--- config.mk ---
export PLATFORM = sky130hd
export DESIGN_NAME = cpm_camera_port
export DESIGN_NICKNAME = d
export VERILOG_FILES = /design/src/pkg/cpm_pkg.sv /design/src/hdl/cpm_camera_port.sv
export SDC_FILE = /design/constraint.sdc
export NUM_CORES = 1
export LEC_CHECK = 0
export BUFFER_PORTS_ARGS = -buffer_cell sky130_fd_sc_hd__buf_2
export CORE_AREA = 2 2 90 136
export CTS_CLUSTER_SIZE = 30
export DETAILED_ROUTE_END_ITERATION = 7
export DIE_AREA = 0 0 92 138
export MAX_ROUTING_LAYER = met4
export PLACE_DENSITY = 0.84
export SLEW_MARGIN = 20
export SYNTH_ARGS = -nofsm -noshare
export SYNTH_HDL_FRONTEND = slang
export SYNTH_SLANG_ARGS = --single-unit
--- constraint.sdc ---
create_clock -name clk_in -period 3.35 [get_ports clk_in]
set_clock_uncertainty 0.1 [all_clocks]
set_input_delay 0 -clock clk_in [delete_from_list [all_inputs] [get_ports clk_in]]
set_output_delay 0 -clock clk_in [all_outputs]
set_load 0.005 [all_outputs]
--- src/pkg/cpm_pkg.sv ---
package cpm_pkg;

  // ---------------------------------------------------------------------------
  // Register map (byte addresses)
  // ---------------------------------------------------------------------------
  localparam logic [31:0] ADDR_MISC_SYSTEM_CONTROL  = 32'h5600_0080;
  localparam logic [31:0] ADDR_PORT_PIN_CONFIG      = 32'h5600_00D0;
  localparam logic [31:0] ADDR_PORT_PIN_DATA        = 32'h5600_00D4;
  localparam logic [31:0] ADDR_PORT_PULLUP_DISABLE  = 32'h5600_00D8;
  localparam logic [31:0] ADDR_IRQ_STATUS           = 32'h5600_00E0;
  localparam logic [31:0] ADDR_IRQ_MASK             = 32'h5600_00E4;

  // ---------------------------------------------------------------------------
  // Reset values
  // ---------------------------------------------------------------------------
  localparam logic [31:0] RST_MISC_SYSTEM_CONTROL   = 32'h0001_0020;
  localparam logic [25:0] RST_PORT_PIN_CONFIG       = 26'h000_0000;
  localparam logic [12:0] RST_PORT_PULLUP_DISABLE   = 13'h0000;

  // Writable bits of the miscellaneous register; reserved bits read zero.
  localparam logic [31:0] MISC_WRITE_MASK           = 32'h007F_377B;

  // ---------------------------------------------------------------------------
  // Field positions of the miscellaneous register
  // ---------------------------------------------------------------------------
  localparam int BATT_SEL_LSB        = 20;
  localparam int SELF_REFRESH_BIT    = 19;
  localparam int MEMCLK1_GATE_BIT    = 18;
  localparam int MEMCLK0_GATE_BIT    = 17;
  localparam int RESET_OUT_BIT       = 16;
  localparam int USB1_SUSPEND_BIT    = 13;
  localparam int USB0_SUSPEND_BIT    = 12;
  localparam int CLOCK_OUT_PAD1_SRC_LSB     = 8;
  localparam int CLOCK_OUT_PAD0_SRC_LSB     = 4;
  localparam int USB_PAD_ROLE_BIT    = 3;
  localparam int UPPER_PULLUP_BIT    = 1;
  localparam int LOWER_PULLUP_BIT    = 0;

  // Interrupt status bits.
  localparam int IRQ_BATT_FAULT_BIT  = 0;
  localparam int IRQ_WIDTH           = 1;

  // ---------------------------------------------------------------------------
  // Encodings
  // ---------------------------------------------------------------------------
  typedef enum logic [1:0]
  {
    CPM_PIN_INPUT  = 2'h0,
    CPM_PIN_OUTPUT = 2'h1,
    CPM_PIN_CAMERA = 2'h2,
    CPM_PIN_RSVD   = 2'h3
  } cpm_pin_mode_t;

  localparam logic [2:0] CLKSRC_PLL_OR_XTAL = 3'h0;
  localparam logic [2:0] CLKSRC_USB_PLL     = 3'h1;
  localparam logic [2:0] CLKSRC_RTC_OR_CORE = 3'h2;
  localparam logic [2:0] CLKSRC_BUS         = 3'h3;
  localparam logic [2:0] CLKSRC_PERIPH      = 3'h4;
  localparam logic [2:0] CLKSRC_DIVIDED     = 3'h5;

  localparam logic [2:0] BATT_SEL_IGNORE    = 3'h6;
  localparam logic [2:0] BATT_SEL_OFF       = 3'h7;

endpackage

--- src/hdl/cpm_camera_port.sv ---
`timescale 1ns/10ps
`default_nettype none
module cpm_camera_port #(
  parameter int PINS = 13
) (
  input  wire logic              clk_in,
  input  wire logic              rst_b_in,
  input  wire logic [31:0]       addr_in,
  input  wire logic [31:0]       wdata_in,
  input  wire logic              wr_in,
  input  wire logic              rd_in,
  output logic      [31:0]       rdata_out,
  output logic                   irq_out,
  input  wire logic [PINS-1:0]   pin_in,
  output logic      [PINS-1:0]   pin_out,
  output logic      [PINS-1:0]   pin_oe_b_out,
  output logic      [PINS-1:0]   pin_pullup_en_out,
  output logic      [PINS-1:0]   pin_camera_sel_out,
  input  wire logic [PINS-1:0]   camera_func_out_in,
  input  wire logic [PINS-1:0]   camera_func_oe_in,
  output logic      [PINS-1:0]   camera_func_in_out,
  input  wire logic              battery_fault_in_n,
  input  wire logic              sleep_mode_in,
  output logic                   batt_hold_reset_out,
  output logic                   batt_wakeup_out,
  output logic                   wakeup_block_out,
  output logic                   self_refresh_retain_out,
  input  wire logic              memclk_in,
  output logic                   memclk_out1,
  output logic                   memclk_out0,
  output logic                   reset_out_n,
  output logic                   usb_port1_suspend_out,
  output logic                   usb_port0_suspend_out,
  output logic                   usb_pad_role_select_out,
  input  wire logic [5:0]        clock_out_pad1_sources_in,
  input  wire logic [5:0]        clock_out_pad0_sources_in,
  output logic                   clock_out_pad1,
  output logic                   clock_out_pad0,
  output logic                   upper_bus_pullup_off_out,
  output logic                   lower_bus_pullup_off_out
);

  // The pin map and its register fields are fixed at thirteen pins.
  if (PINS != 13)
  begin : g_pins_check
    $error("cpm_camera_port serves exactly 13 pins");
  end

  // ---------------------------------------------------------------------------
  // State
  // ---------------------------------------------------------------------------
  localparam int IRQ_W = cpm_pkg::IRQ_WIDTH;

  typedef struct packed {
    logic [31:0]     misc;
    logic [25:0]     cfg;
    logic [12:0]     dat;
    logic [12:0]     pud;
    logic [12:0]     pin_s1;
    logic [12:0]     pin_s2;
    logic            bf_s1;
    logic            bf_s2;
    logic [IRQ_W-1:0] irq_sts;
    logic [IRQ_W-1:0] irq_msk;
    logic [31:0]     rdata;
  } cpm_state_t;

  cpm_state_t state_reg;
  cpm_state_t state_next;

  logic [2:0]  batt_sel;
  logic        batt_active;
  logic        batt_evt;
  logic [31:0] rd_word;
  logic [12:0] out_en;
  logic [12:0] cam_sel;
  logic [2:0]  src1;
  logic [2:0]  src0;

  assign batt_sel = state_reg.misc[cpm_pkg::BATT_SEL_LSB +: 3];
  assign batt_active = !state_reg.bf_s2;
  assign src1 = state_reg.misc[cpm_pkg::CLOCK_OUT_PAD1_SRC_LSB +: 3];
  assign src0 = state_reg.misc[cpm_pkg::CLOCK_OUT_PAD0_SRC_LSB +: 3];

  // ---------------------------------------------------------------------------
  // Per-pin mode decode
  // ---------------------------------------------------------------------------
  genvar g;
  generate
    for (g = 0; g < 13; g++)
    begin : g_pin
      cpm_pkg::cpm_pin_mode_t mode;
      assign mode = cpm_pkg::cpm_pin_mode_t'(state_reg.cfg[2*g +: 2]);
      assign out_en[g]  = (mode == cpm_pkg::CPM_PIN_OUTPUT);
      assign cam_sel[g] = (mode == cpm_pkg::CPM_PIN_CAMERA);
      // Reserved mode leaves the pin undriven, like input.
      assign pin_out[g] = cam_sel[g] ? camera_func_out_in[g] : state_reg.dat[g];
      assign pin_oe_b_out[g] = !(out_en[g] || (cam_sel[g] && camera_func_oe_in[g]));
      assign pin_pullup_en_out[g] = !state_reg.pud[g];
      assign camera_func_in_out[g] = cam_sel[g] ? state_reg.pin_s2[g] : 1'b0;
    end
  endgenerate

  assign pin_camera_sel_out = cam_sel;

  // ---------------------------------------------------------------------------
  // Battery fault handling
  // ---------------------------------------------------------------------------
  // Bit 2 clear selects hold-in-reset; that is also the reset value, so software
  // must move the field after boot or a fault will keep the part in reset.
  assign batt_hold_reset_out = !batt_sel[2] && batt_active;
  assign batt_wakeup_out = (batt_sel[2:1] == 2'h2) && batt_active && sleep_mode_in;
  assign batt_evt = (batt_sel[2:1] == 2'h2) && batt_active && !sleep_mode_in;
  assign wakeup_block_out = (batt_sel == cpm_pkg::BATT_SEL_IGNORE) && batt_active
                            && sleep_mode_in;

  // ---------------------------------------------------------------------------
  // Miscellaneous outputs
  // ---------------------------------------------------------------------------
  assign self_refresh_retain_out  = state_reg.misc[cpm_pkg::SELF_REFRESH_BIT];
  assign memclk_out1 = memclk_in && !state_reg.misc[cpm_pkg::MEMCLK1_GATE_BIT];
  assign memclk_out0 = memclk_in && !state_reg.misc[cpm_pkg::MEMCLK0_GATE_BIT];
  assign reset_out_n = state_reg.misc[cpm_pkg::RESET_OUT_BIT];
  assign usb_port1_suspend_out = state_reg.misc[cpm_pkg::USB1_SUSPEND_BIT];
  assign usb_port0_suspend_out = state_reg.misc[cpm_pkg::USB0_SUSPEND_BIT];
  assign usb_pad_role_select_out = state_reg.misc[cpm_pkg::USB_PAD_ROLE_BIT];
  assign upper_bus_pullup_off_out = state_reg.misc[cpm_pkg::UPPER_PULLUP_BIT];
  assign lower_bus_pullup_off_out = state_reg.misc[cpm_pkg::LOWER_PULLUP_BIT];

  // Reserved source codes give a quiet low output rather than a stray clock.
  assign clock_out_pad1 = (src1 <= cpm_pkg::CLKSRC_DIVIDED) ? clock_out_pad1_sources_in[src1] : 1'b0;
  assign clock_out_pad0 = (src0 <= cpm_pkg::CLKSRC_DIVIDED) ? clock_out_pad0_sources_in[src0] : 1'b0;

  // ---------------------------------------------------------------------------
  // Read mux
  // ---------------------------------------------------------------------------
  always_comb
  begin
    rd_word = 32'h0000_0000;
    unique case (addr_in)
      cpm_pkg::ADDR_MISC_SYSTEM_CONTROL: rd_word = state_reg.misc;
      cpm_pkg::ADDR_PORT_PIN_CONFIG:     rd_word = {6'h00, state_reg.cfg};
      // Input pins show the pin; camera pins show the same, which is undefined to software.
      cpm_pkg::ADDR_PORT_PIN_DATA:       rd_word = {19'h00000,
                                                    (state_reg.dat & out_en)
                                                    | (state_reg.pin_s2 & ~out_en)};
      cpm_pkg::ADDR_PORT_PULLUP_DISABLE: rd_word = {19'h00000, state_reg.pud};
      cpm_pkg::ADDR_IRQ_STATUS:          rd_word = {31'h0000_0000, state_reg.irq_sts};
      cpm_pkg::ADDR_IRQ_MASK:            rd_word = {31'h0000_0000, state_reg.irq_msk};
      default:                           rd_word = 32'h0000_0000;
    endcase
  end

  // ---------------------------------------------------------------------------
  // Next state
  // ---------------------------------------------------------------------------
  always_comb
  begin
    state_next        = state_reg;
    state_next.pin_s1 = pin_in;
    state_next.pin_s2 = state_reg.pin_s1;
    state_next.bf_s1  = battery_fault_in_n;
    state_next.bf_s2  = state_reg.bf_s1;
    state_next.rdata  = rd_in ? rd_word : 32'h0000_0000;
    if (wr_in)
    begin
      unique case (addr_in)
        cpm_pkg::ADDR_MISC_SYSTEM_CONTROL:
          state_next.misc = wdata_in & cpm_pkg::MISC_WRITE_MASK;
        cpm_pkg::ADDR_PORT_PIN_CONFIG:     state_next.cfg = wdata_in[25:0];
        cpm_pkg::ADDR_PORT_PIN_DATA:       state_next.dat = wdata_in[12:0];
        cpm_pkg::ADDR_PORT_PULLUP_DISABLE: state_next.pud = wdata_in[12:0];
        cpm_pkg::ADDR_IRQ_STATUS:          state_next.irq_sts = state_reg.irq_sts & ~wdata_in[0:0];
        cpm_pkg::ADDR_IRQ_MASK:            state_next.irq_msk = wdata_in[0:0];
        default:                           state_next.misc = state_reg.misc;
      endcase
    end
    // Setting after clearing lets a fault that coincides with a clear survive.
    if (batt_evt)
      state_next.irq_sts[cpm_pkg::IRQ_BATT_FAULT_BIT] = 1'b1;
  end

  always_ff @(posedge clk_in or negedge rst_b_in)
  begin
    if (!rst_b_in)
    begin
      state_reg         <= '0;
      state_reg.misc    <= cpm_pkg::RST_MISC_SYSTEM_CONTROL;
      state_reg.cfg     <= cpm_pkg::RST_PORT_PIN_CONFIG;
      state_reg.pud     <= cpm_pkg::RST_PORT_PULLUP_DISABLE;
      state_reg.pin_s1  <= 13'h1FFF;
      state_reg.pin_s2  <= 13'h1FFF;
      state_reg.bf_s1   <= 1'b1;
      state_reg.bf_s2   <= 1'b1;
    end
    else
    begin
      state_reg <= state_next;
    end
  end

  assign rdata_out = state_reg.rdata;
  assign irq_out = |(state_reg.irq_sts & state_reg.irq_msk);
endmodule
`default_nettype wire

==> impl_metrics.ini <==
[run_status]
outcome = completed

[floorplanning]
die-area_mm2 = 0.0127
design.core.area_mm2 = 0.0116
start_util_pct = 51.4
std_cell_rows = 49
ioPinCount = 234
die_width_um = 92
chipHeight_um = 138

[power_and_ir_drop]
switchingPower_w = 0.000772
leakagePower_nw = 4.20
power_frac_seq_pct = 43.1
intPower_w = 0.00285
vdd.ir_drop.worst_uv = 489
clockPowerShare_pct = 51.1
power.combinational.fraction_pct = 5.7
cellPowerDensity_mw_per_mm2 = 447
total_power_w = 0.00362
power.share.switching_pct = 21.3

[yosys]
postSynth.topFlopCell = sky130_fd_sc_hd__dfrtp_1
synth-edff-count = 0
synth.ff_latch_count = 126
synth.distinct_cells = 47
synthesis.area_mm2 = 0.00599
async_flop_share_pct = 100
synth.yosys.warnings = 0
postSynthAreaPerCell_um2 = 12.5
synthesis.instances = 480
synth_seq_area_share_pct = 53.3

[cts]
worst_skew_pair.late_latency_ps = 420
cts-buffers-inserted = 17
cts.clk_slew.worst_paths_ps = 50
postCtsSetupRepairBufs = 0
tritoncts_clock_tree = built
htree_num_levels = 4
cts.root.buffer_cell = sky130_fd_sc_hd__clkbuf_16
clock_tree.buffer_depth = 2
ctsHoldBuffers = 47
cts_resized = 0
cts_sinks = 126

[grt]
overflow = 0
antenna_found_initial = 0
pin_count_of_the_biggest_net_entering_global_routing = 100
grt_pass1_vias = 5266
grt_pass1_wl_mm = 27.2
track_usage_pct = 28.7

[sta]
max_clk_rate_ghz = 0.395
timing_hold_violations_final = 0
rsz0062_at_grt = false
setup_violations = 0
worst_pin_slew_ps = 900
shortest_period_the_worst_path_allows_ps = 2530
finalCritPeriodShare_pct = 75.5
fin_setup_tns_ps = 0
timing.final.max_slew_violations = 0
relSlewSlack_pct = 40.0

[worst_hold_path]
worstHoldEndpoint = rdata_out[2]$_DFF_PN0_
hold_path.startpoint = addr_in[6]
timing.hold.worst_path_depth = 5
timing.hold.worst.class = input port to register

[cells_and_area]
most_frequent_cells_in_the_layout = sky130_fd_sc_hd__buf_2 (220), sky130_fd_sc_hd__dfrtp_1 (96), sky130_fd_sc_hd__mux2_2 (69)
finalNetCount = 852
final_layout_size_suffix_gt1_share_pct = 51.0
fillerInstances = 835
area_delta_synth_final_pct = 35.2
largest_register_ff_count = 44
num_antenna_cells = 0
layout.cells.most_common = sky130_fd_sc_hd__buf_2

[routing]
detail_route.iter0.violations = 270
remaining_drc_errors = 0
avgViaCountPerCell = 5.41
detail-route-antenna-nets = 0
vias = 4847
finalWirelength_mm = 17.1
wl_per_cell_um = 19.0
detail_route.first_pass.iterations = 5

[placed_design]
gpl.final_weighted_congestion = 0.875
placement.io_buffers = 221
hpwlAfterDp_mm = 11.8

[setup_path]
worst_setup_path_start_kind = input port
crit_path_cell_trace = dlygate4sd3_1 > buf_2 > nor2_1 > nand2_1 > nor3_2 > nand2_4 > mux2_1
worst_reg_to_reg_path_cell_count = 3
ff2ff_setup_slack_ps = 1610
setup.worst_path.end_class = register
crit-reg2reg-launch = batt_sel[1]$_DFFE_PN0P_
critPathLaunch = addr_in[1]
worst-path-max-fanout = 26
worst_path_largest_cell_delay_ps = 650
crit_required_ps = 3540
critical_path.slowest_cell = sky130_fd_sc_hd__nor3_2
regToRegEndpoint = state_reg[33]$_DFFE_PN0P_
critical_path_arrival_ps = 2720
critical_path_class = input port to register

[run]
max_cap_violations = 0
## cells by family after synthesis
| kind of cell | synth area share, % |
|---|---|
| other | 0.0626 |
| buffers and inverters | 6.85 |
| muxes | 20.9 |
| DFF | 53.3 |
| and+or+nand+nor | 12.0 |
| AOI/OAI and AO/OA | 6.83 |
## through the flow
stage	cells	cell area (um^2)	setup WS, ps	hold WS [ps]	utilization, %
2_1_floorplan	485	6010	1480	-396	-
3_3_place_gp	817	7020	992	5.00	60.2
3_5_place_dp	817	7020	958	6.50	60.2
4_1_cts	896	8090	830	5.88	69.5
5_1_grt	896	8090	674	38.6	69.5
6_report	896	8090	822	18.9	69.5
## cell type report
cell class / count / area [um^2] / share of cell area (%)
repair buffers: 276 / 1640 / 20.3
multi-input cells: 296 / 2410 / 29.8
inverters: 13 / 48.8 / 0.603
well taps: 153 / 191 / 2.37
flip-flops and latches: 126 / 3190 / 39.4
clock buffers: 22 / 494 / 6.11
clock inverters: 10 / 110 / 1.36
## cell usage after synthesis (3+ instances only)
cell type                  instances  share of area, %
sky130_fd_sc_hd__dfrtp_1          96                40
sky130_fd_sc_hd__mux2_2           69                13
sky130_fd_sc_hd__buf_4            33               4.1
sky130_fd_sc_hd__dfstp_2          30                13
sky130_fd_sc_hd__nor2_1           30               1.9
sky130_fd_sc_hd__and2_1           21               2.2
sky130_fd_sc_hd__a22oi_1          20               2.5
sky130_fd_sc_hd__mux2i_1          19               3.2
sky130_fd_sc_hd__nor2b_1          17               1.8
sky130_fd_sc_hd__inv_1            13              0.82
sky130_fd_sc_hd__nand2b_1         13               1.4
sky130_fd_sc_hd__a21boi_0         12               1.5
sky130_fd_sc_hd__mux2_4           10               2.5
sky130_fd_sc_hd__nand2_1          10              0.63
sky130_fd_sc_hd__clkbuf_1          8              0.50
sky130_fd_sc_hd__mux2_1            8               1.5
sky130_fd_sc_hd__a22o_1            6              0.88
sky130_fd_sc_hd__o21ai_0           6              0.50
sky130_fd_sc_hd__a21oi_1           5              0.42
sky130_fd_sc_hd__o22ai_1           5              0.52
sky130_fd_sc_hd__buf_6             4              0.75
sky130_fd_sc_hd__nor3_1            4              0.33
sky130_fd_sc_hd__a211oi_1          3              0.38
sky130_fd_sc_hd__buf_2             3              0.25
sky130_fd_sc_hd__nand3b_1          3              0.38
sky130_fd_sc_hd__nor4_1            3              0.31
## critical path: cells and delay by family
kind / cells / cell delay [ps]
buffers and inverters: 2 / 690
muxes: 1 / 450
and+or+nand+nor: 4 / 1570
## power by group through the flow
| stage | clock [W] | sequential, W | combinational (W) |
|---|---|---|---|
| final | 0.00185 | 0.00156 | 0.000208 |
| after global placement | 0 | 0.00158 | 0.000156 |
| after CTS | 0.00187 | 0.00156 | 0.000207 |
| after global routing | 0.00194 | 0.00156 | 0.000228 |
| after detailed placement | 0 | 0.00159 | 0.000164 |
| after floorplan | 0 | 0.00158 | 0.0000436 |
## worst max-delay path by stage
| stage | end | slack, ps | cells past startpoint |
|---|---|---|---|
| after floorplan | state_reg[64]$_DFFE_PN0P_ | 1480 | 8 |
| after global placement | rdata_out[25]$_DFF_PN0_ | 990 | 6 |
| after detailed placement | state_reg[62]$_DFFE_PN0P_ | 960 | 7 |
| after CTS | g_pin[7].mode[1]$_DFFE_PN0P_ | 830 | 7 |
| after global routing | g_pin[11].mode[0]$_DFFE_PN0P_ | 670 | 7 |
| final | g_pin[7].mode[1]$_DFFE_PN0P_ | 820 | 7 |
## metal layers
layer  GRT usage [%]  up-vias  routed length, um
met2            49.4      241               9200
met5               -        -                  0
li1                -     2150                  -
met3            5.72       63                958
met4            15.7        0                727
met1            30.6     2393               6170
Power figures use the tool's default switching activity.
